--- src/rtl/cfg_loader_pkg.sv ---
// constants shared by the configuration word loader and its fetcher
package cfg_loader_pkg;
    // sizes of the loaded map
    localparam int NUM_PORTS = 4;
    localparam int NUM_FUNCS = 3;
    localparam int NUM_WORDS = 10;

    // nonvolatile word addresses
    localparam logic [7:0] W_FIRST = 8'h4c;
    localparam logic [7:0] W_STEP = 8'h02;
    localparam logic [7:0] W_REV_F2 = 8'h4c;
    localparam logic [7:0] W_USB1 = 8'h4e;
    localparam logic [7:0] W_PM_BASE = 8'h50;
    localparam logic [7:0] W_CLASS_BASE = 8'h58;
    localparam logic [7:0] W_USB2 = 8'h5e;

    // bit positions inside a power-management word
    localparam int PW_NSR = 0;
    localparam int PW_AUX_LSB = 1;
    localparam int PW_D1 = 4;
    localparam int PW_D2 = 5;
    localparam int PW_PME_LSB = 6;
    localparam int PW_DATA_LSB = 8;

    // field positions in the config images
    localparam int CAP_AUX_LSB = 22;
    localparam int CAP_D1 = 25;
    localparam int CAP_D2 = 26;
    localparam int CAP_PME_LSB = 28;
    localparam int CSR_NSR = 3;
    localparam int CSR_DATA_LSB = 24;
    localparam int CC_REV_LSB = 0;
    localparam int CC_PROG_LSB = 8;
    localparam int CC_SUB_LSB = 16;
    localparam int CC_BASE_LSB = 24;

    // apb byte addresses
    localparam logic [11:0] A_CTRL = 12'h000;
    localparam logic [11:0] A_CLASS_BASE = 12'h010;
    localparam logic [11:0] A_USB1 = 12'h020;
    localparam logic [11:0] A_USB2 = 12'h024;
    localparam logic [11:0] A_PMCAP_BASE = 12'h030;
    localparam logic [11:0] A_PMCSR_BASE = 12'h040;
    localparam logic [11:0] A_STRIDE = 12'h004;

    // control register bits
    localparam int CTRL_RELOAD = 0;
    localparam int CTRL_VALID = 1;
    localparam int CTRL_BUSY = 2;

    // values after reset
    localparam logic RST_D_SUPPORT = 1'b1;
    localparam logic RST_START = 1'b1;
endpackage

--- src/rtl/cfg_word_if.sv ---
// handshake between the word fetcher and the field loader
`timescale 1ns/1ps
interface cfg_word_if;
    logic start;
    logic wvalid;
    logic [7:0] waddr;
    logic [15:0] wdata;
    logic done;
    modport fetch(input start, output wvalid, output waddr, output wdata, output done);
    modport sink(output start, input wvalid, input waddr, input wdata, input done);
endinterface

--- src/rtl/word_fetcher.sv ---
// walks the nonvolatile word addresses and hands each word on
`timescale 1ns/1ps
module word_fetcher (
    input wire logic pclk,
    input wire logic presetn,
    cfg_word_if.fetch ld,
    output logic nv_rd_req,
    output logic [7:0] nv_addr,
    input wire logic [15:0] nv_rdata,
    input wire logic nv_rd_ack
);
    typedef enum logic [1:0] {IDLE, REQ, GAP} fetch_state_t;
    typedef struct packed {
        fetch_state_t st;
        logic [3:0] idx;
        logic req;
        logic [7:0] addr;
        logic wvalid;
        logic [15:0] wdata;
        logic done;
    } fetch_t;

    fetch_t r;
    fetch_t r_nxt;

    // next state: one word per request, one idle cycle between words
    always_comb begin
        r_nxt = r;
        r_nxt.wvalid = 1'b0;
        r_nxt.done = 1'b0;
        case (r.st)
            IDLE: begin
                if (ld.start) begin
                    r_nxt.st = REQ;
                    r_nxt.idx = 4'h0;
                    r_nxt.addr = cfg_loader_pkg::W_FIRST;
                    r_nxt.req = 1'b1;
                end
            end
            REQ: begin
                if (nv_rd_ack) begin
                    r_nxt.req = 1'b0;
                    r_nxt.wvalid = 1'b1;
                    r_nxt.wdata = nv_rdata;
                    if (r.idx == 4'(cfg_loader_pkg::NUM_WORDS - 1)) begin
                        r_nxt.st = IDLE;
                        r_nxt.done = 1'b1;
                    end else begin
                        r_nxt.st = GAP;
                    end
                end
            end
            GAP: begin
                r_nxt.st = REQ;
                r_nxt.idx = r.idx + 4'h1;
                r_nxt.addr = r.addr + cfg_loader_pkg::W_STEP;
                r_nxt.req = 1'b1;
            end
            default: r_nxt.st = IDLE;
        endcase
    end

    // state register
    always_ff @(posedge pclk or negedge presetn) begin
        if (!presetn) begin
            r <= '{st: IDLE, default: '0};
        end else begin
            r <= r_nxt;
        end
    end

    assign nv_rd_req = r.req;
    assign nv_addr = r.addr;
    assign ld.wvalid = r.wvalid;
    assign ld.waddr = r.addr; // still the word just answered
    assign ld.wdata = r.wdata;
    assign ld.done = r.done;
endmodule

--- src/rtl/config_word_loader.sv ---
// loads configuration words 4ch..5eh into config fields, apb view of them
`timescale 1ns/1ps
module config_word_loader (
    input wire logic pclk,
    input wire logic presetn,
    input wire logic psel,
    input wire logic penable,
    input wire logic pwrite,
    input wire logic [11:0] paddr,
    input wire logic [31:0] pwdata,
    output logic [31:0] prdata,
    output logic pready,
    output logic pslverr,
    output logic nv_rd_req,
    output logic [7:0] nv_addr,
    input wire logic [15:0] nv_rdata,
    input wire logic nv_rd_ack,
    output logic cfg_valid
);
    localparam int NP = cfg_loader_pkg::NUM_PORTS;
    localparam int NF = cfg_loader_pkg::NUM_FUNCS;

    typedef struct packed {
        logic pready;
        logic [31:0] prdata;
        logic pslverr;
        logic start;
        logic busy;
        logic valid;
        logic [7:0] rev_f2;
        logic [7:0] prog_f2;
        logic [NF-1:0][7:0] sub;
        logic [NF-1:0][7:0] base;
        logic [15:0] usb1;
        logic [15:0] usb2;
        logic [NP-1:0][2:0] aux;
        logic [NP-1:0] d1;
        logic [NP-1:0] d2;
        logic [NP-1:0][1:0] pme;
        logic [NP-1:0] nsr;
        logic [NP-1:0][7:0] pmdata;
    } loader_t;

    loader_t r;
    loader_t r_nxt;
    cfg_word_if ld();

    word_fetcher u_fetch (
        .pclk(pclk),
        .presetn(presetn),
        .ld(ld),
        .nv_rd_req(nv_rd_req),
        .nv_addr(nv_addr),
        .nv_rdata(nv_rdata),
        .nv_rd_ack(nv_rd_ack)
    );

    // register read decode, bit 32 flags a mapped address
    function automatic logic [32:0] reg_read(input logic [11:0] a, input loader_t s);
        logic [32:0] v;
        v = '0;
        if (a == cfg_loader_pkg::A_CTRL) begin
            v[32] = 1'b1;
            v[cfg_loader_pkg::CTRL_VALID] = s.valid;
            v[cfg_loader_pkg::CTRL_BUSY] = s.busy;
        end
        if (a == cfg_loader_pkg::A_USB1) begin
            v = {1'b1, 16'h0000, s.usb1};
        end
        if (a == cfg_loader_pkg::A_USB2) begin
            v = {1'b1, 16'h0000, s.usb2};
        end
        for (int f = 0; f < NF; f++) begin
            if (a == cfg_loader_pkg::A_CLASS_BASE + 12'(f * 4)) begin
                v[32] = 1'b1;
                v[cfg_loader_pkg::CC_SUB_LSB +: 8] = s.sub[f];
                v[cfg_loader_pkg::CC_BASE_LSB +: 8] = s.base[f];
                if (f == NF - 1) begin
                    v[cfg_loader_pkg::CC_REV_LSB +: 8] = s.rev_f2;
                    v[cfg_loader_pkg::CC_PROG_LSB +: 8] = s.prog_f2;
                end
            end
        end
        for (int p = 0; p < NP; p++) begin
            if (a == cfg_loader_pkg::A_PMCAP_BASE + 12'(p * 4)) begin
                v[32] = 1'b1;
                v[cfg_loader_pkg::CAP_AUX_LSB +: 3] = s.aux[p];
                v[cfg_loader_pkg::CAP_D1] = s.d1[p];
                v[cfg_loader_pkg::CAP_D2] = s.d2[p];
                v[cfg_loader_pkg::CAP_PME_LSB +: 2] = s.pme[p];
            end
            if (a == cfg_loader_pkg::A_PMCSR_BASE + 12'(p * 4)) begin
                v[32] = 1'b1;
                v[cfg_loader_pkg::CSR_NSR] = s.nsr[p];
                v[cfg_loader_pkg::CSR_DATA_LSB +: 8] = s.pmdata[p];
            end
        end
        return v;
    endfunction

    // next state: apb slave, reload control and word-to-field mapping
    always_comb begin
        logic [32:0] rd;
        rd = reg_read(paddr, r);
        r_nxt = r;
        r_nxt.start = 1'b0;
        // answer one cycle after the setup cycle
        r_nxt.pready = psel && !penable;
        if (psel && !penable) begin
            r_nxt.pslverr = !rd[32];
            r_nxt.prdata = pwrite ? 32'h0000_0000 : rd[31:0];
        end
        // reload request, ignored while a load runs
        if (psel && penable && r.pready && pwrite && paddr == cfg_loader_pkg::A_CTRL
                && pwdata[cfg_loader_pkg::CTRL_RELOAD] && !r.busy) begin
            r_nxt.start = 1'b1;
            r_nxt.busy = 1'b1;
            r_nxt.valid = 1'b0;
        end
        if (ld.wvalid) begin
            if (ld.waddr == cfg_loader_pkg::W_REV_F2) begin
                r_nxt.rev_f2 = ld.wdata[7:0];
                r_nxt.prog_f2 = ld.wdata[15:8];
            end
            if (ld.waddr == cfg_loader_pkg::W_USB1) begin
                r_nxt.usb1 = ld.wdata;
            end
            if (ld.waddr == cfg_loader_pkg::W_USB2) begin
                r_nxt.usb2 = ld.wdata;
            end
            for (int p = 0; p < NP; p++) begin
                if (ld.waddr == cfg_loader_pkg::W_PM_BASE + 8'(p * 2)) begin
                    r_nxt.nsr[p] = ld.wdata[cfg_loader_pkg::PW_NSR];
                    r_nxt.aux[p] = ld.wdata[cfg_loader_pkg::PW_AUX_LSB +: 3];
                    r_nxt.d1[p] = ld.wdata[cfg_loader_pkg::PW_D1];
                    r_nxt.d2[p] = ld.wdata[cfg_loader_pkg::PW_D2];
                    r_nxt.pme[p] = ld.wdata[cfg_loader_pkg::PW_PME_LSB +: 2];
                    r_nxt.pmdata[p] = ld.wdata[cfg_loader_pkg::PW_DATA_LSB +: 8];
                end
            end
            for (int f = 0; f < NF; f++) begin
                if (ld.waddr == cfg_loader_pkg::W_CLASS_BASE + 8'(f * 2)) begin
                    r_nxt.sub[f] = ld.wdata[7:0];
                    r_nxt.base[f] = ld.wdata[15:8];
                end
            end
        end
        // last word handed over: fields become valid
        if (ld.done) begin
            r_nxt.valid = 1'b1;
            r_nxt.busy = 1'b0;
        end
    end

    // state register; a load starts by itself after reset
    always_ff @(posedge pclk or negedge presetn) begin
        if (!presetn) begin
            r <= '0;
            r.start <= cfg_loader_pkg::RST_START;
            r.busy <= cfg_loader_pkg::RST_START;
            r.d1 <= {NP{cfg_loader_pkg::RST_D_SUPPORT}};
            r.d2 <= {NP{cfg_loader_pkg::RST_D_SUPPORT}};
        end else begin
            r <= r_nxt;
        end
    end

    assign ld.start = r.start;
    assign prdata = r.prdata;
    assign pready = r.pready;
    assign pslverr = r.pslverr;
    assign cfg_valid = r.valid;
endmodule

--- config.mk ---
export PLATFORM = sky130hd
export DESIGN_NAME = config_word_loader
export DESIGN_NICKNAME = d
export VERILOG_FILES = /design/src/rtl/cfg_loader_pkg.sv /design/src/rtl/cfg_word_if.sv /design/src/rtl/word_fetcher.sv /design/src/rtl/config_word_loader.sv
export SDC_FILE = /design/constraint.sdc
export NUM_CORES = 1
export LEC_CHECK = 0
export BUFFER_PORTS_ARGS = -buffer_cell sky130_fd_sc_hd__buf_2
export CAP_MARGIN = 20
export CORE_MARGIN = 5
export CORE_UTILIZATION = 40
export DETAILED_ROUTE_END_ITERATION = 10
export PLACE_DENSITY_LB_ADDON = 0.3
export SLEW_MARGIN = 5
export SYNTH_ARGS = -nofsm -noshare
export SYNTH_HDL_FRONTEND = slang
export SYNTH_SLANG_ARGS = --single-unit
--- constraint.sdc ---
create_clock -name pclk -period 2.6 [get_ports pclk]
set_clock_uncertainty 0.05 [all_clocks]
set_input_delay 0.39 -clock pclk [delete_from_list [all_inputs] [get_ports pclk]]
set_output_delay 0.39 -clock pclk [all_outputs]
set_load 0.005 [all_outputs]
==> results of run 1 <==
cells in the mapped netlist (all sizes together) (3+ instances only):
cell type / instances
ha: 3
or2: 6
dfrtp: 219
o22ai: 4
dfstp: 10
nor3: 10
nor4: 11
a211o: 4
a221oi: 10
or4bb: 4
buf: 60
and2: 3
nand2: 103
nor3b: 5
a32o: 4
mux2: 166
inv: 17
nand3b: 5
clkbuf: 55
o31ai: 4
o21ai: 66
a32oi: 3
a22o: 3
nand2b: 9
nor2: 35
a21oi: 16
nor2b: 7
and3: 4
a222oi: 14
nand4: 7
o221ai: 10
nor4bb: 4
o211a: 4
a31oi: 3
a22oi: 7
nand3: 16
power groups by stage:
stage | clock network [mW] | logic (mW) | registers [mW]
floorplan | 0 | 0.923 | 4.16
global placement | 0 | 0.871 | 4.71
detailed placement | 0 | 0.893 | 4.73
CTS | 4.02 | 0.911 | 4.67
global route | 4.18 | 1.02 | 4.74
finish | 3.94 | 0.899 | 4.66
registers in the layout, indices dropped and copies added, names as in the netlist, 6 cells and up:
signal            flops
prdata               32
r                   161
u_fetch.r             6
u_fetch.ld.waddr      7
u_fetch.ld.wdata     16
cells by family (layout without fill, tap and decap cells):
| family | Yosys count | after routing | synth area share, % |
|---|---|---|---|
| and+or+nand+nor | 243 | 243 | 11.7 |
| DFF | 229 | 229 | 53.2 |
| AOI/OAI and AO/OA | 169 | 169 | 10.8 |
| muxes | 168 | 168 | 17.5 |
| buffers and inverters | 134 | 210 | 6.33 |
| adders and majority gates | 3 | 3 | 0.348 |
| other | 1 | 1 | 0.0347 |
| xor gates and xnor gates | 1 | 1 | 0.0811 |
per-stage QoR:
| step | area [um2] | power, mW | hold slack, ps | setup WS, ps |
|---|---|---|---|---|
| 2_1_floorplan | 10800 | 5.08 | 44.4 | 444 |
| 3_3_place_gp | 11500 | 5.58 | 283 | 200 |
| 3_5_place_dp | 11500 | 5.62 | 281 | 205 |
| 4_1_cts | 12500 | 9.60 | 1.54 | 436 |
| 5_1_grt | 12500 | 9.95 | 11.8 | 287 |
| 6_report | 12500 | 9.50 | 19.6 | 427 |
per-layer routing:
layer	vias to the layer above	wire length (um)	global-route usage, %
li1	3504	-	-
met3	49	1670	3.50
met5	-	0	0
met1	3836	13600	27.7
met4	0	673	5.01
met2	216	12700	28.7
critical path: stages, from the launching register on:
cell      delay, ps
dfrtp_1         440
and4bb_1        310
and2_1          210
and2b_1         190
and3_1          170
buf_4           290
mux2_2          370
final cells by class:
class                           count  area, um2
Clock buffer                       33        736
Clock inverter                     13        194
Fill cell                        2428      14300
Inverter                           19       71.3
Multi-Input combinational cell    585       4380
Sequential cell                   229       5740
Tap cell                          341        427
Timing Repair Buffer              145        996
worst min-delay path by stage:
stage	endpoint	slack, ps	cells past startpoint
final	u_fetch.ld.wdata[4]	20	3
after CTS	u_fetch.ld.wdata[9]	2	3
after detailed placement	prdata[18]	280	1
after floorplan	cfg_valid	40	0
after global routing	u_fetch.ld.wdata[11]	10	3
after global placement	prdata[18]	280	1
==> flow_summary.json, run 1 <==
{
  "switching_share_pct": 27.9,
  "diodes": 0,
  "power_frac_seq_pct": 49.1,
  "grt_usage_pct": 18.9,
  "drc": 0,
  "ir_drop_uv": 525,
  "area_growth_pct": 16.2,
  "critPathCapture": "r[28]",
  "critPathKind": "reg -> reg",
  "clockBufferDepth": 3,
  "critPathCaptureType": "register",
  "tns_ps": 0,
  "avgViaCountPerCell": 5.57,
  "startpoint": "u_fetch.ld.waddr[5]",
  "clock_sinks": 229,
  "max_slew.worst_pin.slew_ps": 618,
  "fp.dieW_um": 174,
  "leakage_nw": 5.99,
  "clock.fmax_mhz": 460,
  "period_needed_ps": 2170,
  "die_h_um": 174,
  "start_kind": "register",
  "synth_area_per_cell_um2": 11.4,
  "firstDrtPassIters": 5,
  "wl_um": 28600,
  "ctsResizeCount": 0,
  "syn_nets": 1017,
  "ys_ff_latch": 229,
  "io_pins": 110,
  "arrival_ps": 2530,
  "grt_pass1_vias": 7817,
  "globalplace.congestion": 0.864,
  "finalCritPeriodShare_pct": 83.6,
  "routedWlPerCell_um": 21.0,
  "slew_headroom_pct": 58.4,
  "crit_required_ps": 2950,
  "layout-drive-gt1-share_pct": 36.3,
  "layout_commonest_cell": "dfrtp_1",
  "antenna_found_initial": 0,
  "power.internal_mw": 6.85,
  "num_rows": 60,
  "die_area_mm2": 0.0304,
  "rsz0062_at_grt": "no",
  "min_path_type": "in -> reg",
  "vias": 7605,
  "synth_cells": 948,
  "ant_nets": 0,
  "core_area_mm2": 0.0268,
  "dp_cells": 1308,
  "ys.flop_type": "dfrtp_1",
  "synth_area_leaders": "dfrtp_1 (51%), mux2_2 (17%), nand2_1 (3.6%), buf_4 (2.9%), o21ai_0 (2.5%)",
  "hold_viol_final": 0,
  "portBuffers": 77,
  "p_sw_mw": 2.65,
  "pwr-share-comb_pct": 9.5,
  "reg2reg_to": "r[28]",
  "r2r_start": "u_fetch.ld.waddr[5]",
  "status": "complete, no violations",
  "fin_cells": 1365,
  "drv_cap": 0,
  "path_clk_slew_ps": 60,
  "cts_setup_buffers": 0,
  "async_flop_share_pct": 100,
  "ys_types": 72,
  "synth_top_area_share_pct": 50.8,
  "clock_latency_ps": 520,
  "hold_path_startpoint": "nv_rdata[4]",
  "overflow": 0,
  "syn_area_mm2": 0.0108,
  "post-dp-hpwl_um": 19400,
  "numCtsBuffers": 25,
  "drtIter0Drc": 583,
  "p_clk_share_pct": 41.4,
  "synth_edf_count": 0,
  "rrSetupSlack_ps": 430,
  "maxSlewViolCount": 0,
  "holdBufCountCts": 11,
  "grt_max_degree": 50,
  "start_util_pct": 40.3,
  "pwr_density_cell_mw_per_mm2": 757,
  "root_buffer": "clkbuf_16",
  "setup_viol": 0,
  "rr_worst_depth": 6,
  "final_nets": 1074,
  "yosysWarnings": 0,
  "mostFrequentLayoutCells": "dfrtp_1 (219), mux2_2 (166), nand2_1 (103), buf_2 (76), o21ai_0 (55)",
  "synth_top_area_cell": "dfrtp_1",
  "h-tree-depth": 1,
  "final_util_pct": 46.8,
  "cts_tree": "built",
  "grt_pass1_wl_um": 46000,
  "yosysSeqAreaShare_pct": 53.2,
  "critPathMaxFanout": 16
}
Note: power is estimated with default switching activity, not from simulation.
==> inputs of run 2 (changes only) <==
Settings changed: ABC_AREA set to 1.
Clock period 2.6 ns to 1.8 ns, I/O delays scaled along.
==> flow_summary.json, run 2 <==
{
  "crit_required_ps": 2120,
  "numCtsBuffers": 25,
  "fillers": 2491,
  "die_h_um": 171,
  "clockBufferDepth": 3,
  "critPathSlowestCell": "dfrtp_1",
  "overflow": 0,
  "synthMostInstantiatedCell": "nand2_1",
  "ir_drop_uv": 685,
  "clock.fmax_mhz": 613,
  "synth_area_leaders": "dfrtp_1 (53%), nand2_1 (13%), o21ai_0 (11%), buf_4 (3.0%), inv_1 (2.7%)",
  "synth-simple-area-share_pct": 20.8,
  "synth_edf_count": 0,
  "mostFrequentLayoutCells": "nand2_1 (369), o21ai_0 (229), dfrtp_1 (219), inv_1 (76), buf_2 (76)",
  "yosysSeqAreaShare_pct": 55.1,
  "drv_cap": 0,
  "synth_area_per_cell_um2": 8.52,
  "synthTopCellsByCount": "nand2_1 (369), o21ai_0 (229), dfrtp_1 (219)",
  "start_util_pct": 40.3,
  "max_slew.worst_pin.slew_ps": 637,
  "arrival_ps": 1960,
  "status": "complete, no violations",
  "die_area_mm2": 0.0294,
  "totalPowerFinal_mw": 10.9,
  "synth_cells": 1224,
  "largest_reg_flops": 161,
  "place_ws_ps": -221,
  "post-dp-hpwl_um": 18200,
  "yosysWarnings": 0,
  "final_nets": 1382,
  "setup_viol": 0,
  "synth_xor_area_share_pct": 0.168,
  "globalplace.congestion": 0.883,
  "syn_nets": 1293,
  "wl_um": 27100,
  "synthMuxAreaShare_pct": 0,
  "setup_ws_ps": 168,
  "syn_area_mm2": 0.0104,
  "rrSetupSlack_ps": 170,
  "clock_latency_ps": 530,
  "layout-drive-gt1-share_pct": 18.3,
  "r2r_start": "u_fetch.ld.waddr[6]",
  "core_area_mm2": 0.0258,
  "grt_usage_pct": 18.8,
  "largest-register": "r",
  "period_needed_ps": 1630,
  "num_rows": 59,
  "area_growth_pct": 18.6,
  "hold_slack_ps": 45.5,
  "crit_buf_inv": 3,
  "rr_worst_depth": 7,
  "cts_tree": "built",
  "grt_pass1_wl_um": 44200,
  "yosys.area_share.adder_pct": 0.360,
  "path_cells": "inv_1 -> nor4_4 -> buf_4 -> nand3_1 -> buf_4 -> nand2_1 -> o21ai_0",
  "slew_headroom_pct": 57.5,
  "antenna_found_initial": 0,
  "portBuffers": 77,
  "start_kind": "register",
  "layout_commonest_cell": "nand2_1",
  "critPathCaptureType": "register",
  "drc": 0,
  "startpoint": "u_fetch.ld.waddr[6]",
  "crit_top_cell": "buf_4",
  "root_buffer": "clkbuf_16",
  "critPathMaxStageDelay_ps": 390,
  "pwr_density_cell_mw_per_mm2": 880,
  "path_clk_slew_ps": 60,
  "routedWlPerCell_um": 16.3,
  "min_path_type": "in -> reg",
  "diodes": 0,
  "async_flop_share_pct": 100,
  "synth_top_area_share_pct": 52.6,
  "crit_cells": 7,
  "vias": 8368,
  "leakage_nw": 6.05,
  "firstDrtPassIters": 5,
  "hold_viol_final": 0,
  "critPathKind": "reg -> reg",
  "grt_max_degree": 73,
  "ys_ff_latch": 229,
  "ys.flop_type": "dfrtp_1",
  "maxSlewViolCount": 0,
  "synth_compound_area_share_pct": 14.8,
  "clock_sinks": 229,
  "synth_top_family_by_area": "simple AND/OR/NAND/NOR gates",
  "critPathCapture": "r[29]",
  "path_delay_family": "buffers and inverters",
  "synth_top_area_cell": "dfrtp_1",
  "io_pins": 110,
  "fp.dieW_um": 171,
  "h-tree-depth": 1,
  "grt_pass1_vias": 8107,
  "reg2reg_to": "r[29]",
  "ant_nets": 0,
  "ys_types": 43,
  "avgViaCountPerCell": 5.02,
  "finalCritPeriodShare_pct": 90.7,
  "rsz0062_at_grt": "no",
  "drtIter0Drc": 751,
  "tns_ps": 0,
  "critPathMaxFanout": 32
}
==> run 2: worst min path at each step <==
| stage | startpoint | end | slack [ps] | cells past startpoint |
|---|---|---|---|---|
| after floorplan | presetn | cfg_valid | -80 | 0 |
| after global placement | presetn | u_fetch.ld.wdata[7] | 100 | 1 |
| after detailed placement | presetn | u_fetch.ld.wdata[7] | 100 | 1 |
| after CTS | pwdata[0] | r[161] | 30 | 3 |
| after global routing | pwdata[0] | r[161] | 40 | 3 |
| final | pwdata[0] | r[161] | 50 | 3 |
==> run 2: layer usage <==
| layer | global-route usage, % | vias up | share of wire, % |
|---|---|---|---|
| li1 | - | 4127 | - |
| met1 | 27.5 | 3997 | 47 |
| met2 | 30.0 | 205 | 45 |
| met3 | 2.32 | 39 | 4.9 |
| met4 | 4.72 | 0 | 2.3 |
| met5 | 0 | - | 0 |
==> run 2: stage by stage <==
stage	util (%)	instance area [um2]	cells
after floorplan	-	10400	1224
after global placement	43.7	11300	1602
after detailed placement	43.7	11300	1602
after CTS	47.8	12300	1666
after global routing	47.8	12400	1667
final	47.8	12400	1667
==> run 2: report_power, final <==
group	internal (mW)	switching, mW	total (mW)
logic	0.114	0.207	0.321
registers	5.15	0.00171	5.15
clock network	3.27	2.13	5.40
==> run 2: final cells by class <==
type / count / area, um2 / area share [%]
flip-flops and latches: 229 / 5740 / 46.5
multi-input cells: 802 / 3780 / 30.6
repair buffers: 171 / 1220 / 9.91
clock buffers: 36 / 727 / 5.88
well taps: 335 / 419 / 3.39
inverters: 84 / 317 / 2.56
clock inverters: 10 / 151 / 1.23
==> run 2: cell families after synthesis <==
group           Yosys count
compound gates          298
buf+inv                 193
xor+xnor                  2
flops                   229
simple gates            498
other cells               1
fa+ha+maj                 3
==> run 2: worst register-to-register path: stages (launching register included) <==
cell,delay (ps)
dfrtp_1,390
inv_1,100
nor4_4,250
buf_4,180
nand3_1,70
buf_4,230
nand2_1,120
o21ai_0,80
==> run 2: timing repair <==
item | 4_1_cts | 5_1_grt
hold endpoints to repair | 238 | 0
setup buffers | 0 | 1
hold buffers | 18 | 0
gates resized for setup | 0 | 2
endpoints found under the setup margin | 0 | 4
==> inputs of run 3 (changes only) <==
Settings changed: PLACE_DENSITY set to 0.64, PLACE_DENSITY_LB_ADDON 0.3 to not set.
==> flow_summary.json, run 3 (synthesis gave the netlist of run 2 again) <==
{
  "status": "complete, no violations",
  "start_kind": "register",
  "layout-drive-gt1-share_pct": 18.7,
  "final_area_mm2": 0.0125,
  "portBuffers": 77,
  "place_ws_ps": -140,
  "largest-register": "r",
  "start_util_pct": 40.3,
  "p_clk_share_pct": 51.0,
  "clockBufferDepth": 3,
  "mostFrequentLayoutCells": "nand2_1 (369), o21ai_0 (229), dfrtp_1 (218), inv_1 (76), buf_2 (76)",
  "grt_pass1_vias": 8140,
  "drtIter0Drc": 726,
  "largest_reg_flops": 161,
  "dpl_cell_area_mm2": 0.0113,
  "cts_tree": "built",
  "clock_sinks": 229,
  "die_h_um": 171,
  "ir_drop_uv": 642,
  "clock_latency_ps": 540,
  "crit_required_ps": 2140,
  "maxSlewViolCount": 0,
  "grt_usage_pct": 18.6,
  "power_frac_seq_pct": 46.0,
  "leakage_nw": 6.10,
  "diodes": 0,
  "critPathKind": "reg -> reg",
  "overflow": 0,
  "path_clk_slew_ps": 60,
  "layout_commonest_cell": "nand2_1",
  "finalCritPeriodShare_pct": 90.9,
  "die_area_mm2": 0.0294,
  "p_sw_mw": 2.34,
  "grt_max_degree": 61,
  "min_path_type": "in -> reg",
  "wl_um": 26900,
  "core_area_mm2": 0.0258,
  "vias": 8431,
  "fp.dieW_um": 171,
  "critPathCaptureType": "register",
  "pwr-share-comb_pct": 2.9,
  "firstDrtPassIters": 7,
  "hold_viol_final": 0,
  "max_slew.worst_pin.slew_ps": 590,
  "post-dp-hpwl_um": 18400,
  "clock.fmax_mhz": 611,
  "globalplace.congestion": 0.882,
  "setup_viol": 0,
  "grt_pass1_wl_um": 43800,
  "routedWlPerCell_um": 16.1,
  "tns_ps": 0,
  "avgViaCountPerCell": 5.04,
  "pwr_density_cell_mw_per_mm2": 897,
  "io_pins": 110,
  "area_growth_pct": 19.7,
  "num_rows": 59,
  "root_buffer": "clkbuf_16",
  "arrival_ps": 1970,
  "power.internal_mw": 8.86,
  "slew_headroom_pct": 60.6,
  "numCtsBuffers": 25,
  "critPathMaxFanout": 32,
  "antenna_found_initial": 0,
  "ant_nets": 0,
  "drc": 0,
  "h-tree-depth": 1,
  "final_nets": 1389,
  "setup_ws_ps": 164,
  "drv_cap": 0,
  "hold_slack_ps": 34.1,
  "period_needed_ps": 1640,
  "switching_share_pct": 20.9
}
-- run 3: repair_timing --
item,4_1_cts,5_1_grt
hold endpoints to repair,74,0
resized for setup,0,3
setup endpoints to repair,0,100
hold buffers,19,0
setup buffers,0,1
-- run 3: worst paths after layout --
| path | startpoint | to | slack [ps] | cells past startpoint |
|---|---|---|---|---|
| max | u_fetch.ld.waddr[5] | r[158] | 160 | 5 |
| min | pwrite | r[161] | 30 | 3 |
| max reg2reg | u_fetch.ld.waddr[5] | r[158] | 160 | 5 |
| min reg2reg | u_fetch.ld.done | r[161] | 340 | 1 |
| max in group asynchronous | presetn | r[47] | 790 | 3 |
| min in group asynchronous | presetn | u_fetch.ld.wdata[6] | 220 | 2 |
-- run 3: cell type report --
cell class / count / area, um2
Sequential cell: 229 / 5740
Multi-Input combinational cell: 802 / 3780
Tap cell: 335 / 419
Timing Repair Buffer: 178 / 1290
Fill cell: 2477 / 13400
Inverter: 84 / 317
Clock inverter: 8 / 189
Clock buffer: 37 / 741
-- run 3: per-stage QoR --
stage	util [%]	std cells	power, mW
after detailed placement	43.9	1608	5.55
final	48.3	1673	11.2
after CTS	48.2	1672	11.3
after global routing	48.3	1673	11.5
after global placement	43.9	1608	5.55
after floorplan	-	1224	5.32
-- run 3: metal layers --
metal / GRT usage, % / wire length [um]
met5: 0 / 0
met4: 5.41 / 736
met3: 2.28 / 1390
met2: 30.1 / 12400
met1: 26.5 / 12400
-- run 3: worst max-delay path, cell delays in order, from the launching register on --
cell,delay (ps)
dfrtp_1,480
nor3_1,380
nand3_1,130
buf_4,260
nand2_1,90
o21ai_0,90
-- run 3: power by group through the flow --
stage	Clock [mW]	Sequential (mW)	Combinational (mW)
floorplan	0	5.25	0.0742
global placement	0	5.25	0.303
detailed placement	0	5.25	0.307
CTS	5.83	5.15	0.339
global route	6.02	5.15	0.374
finish	5.71	5.15	0.330
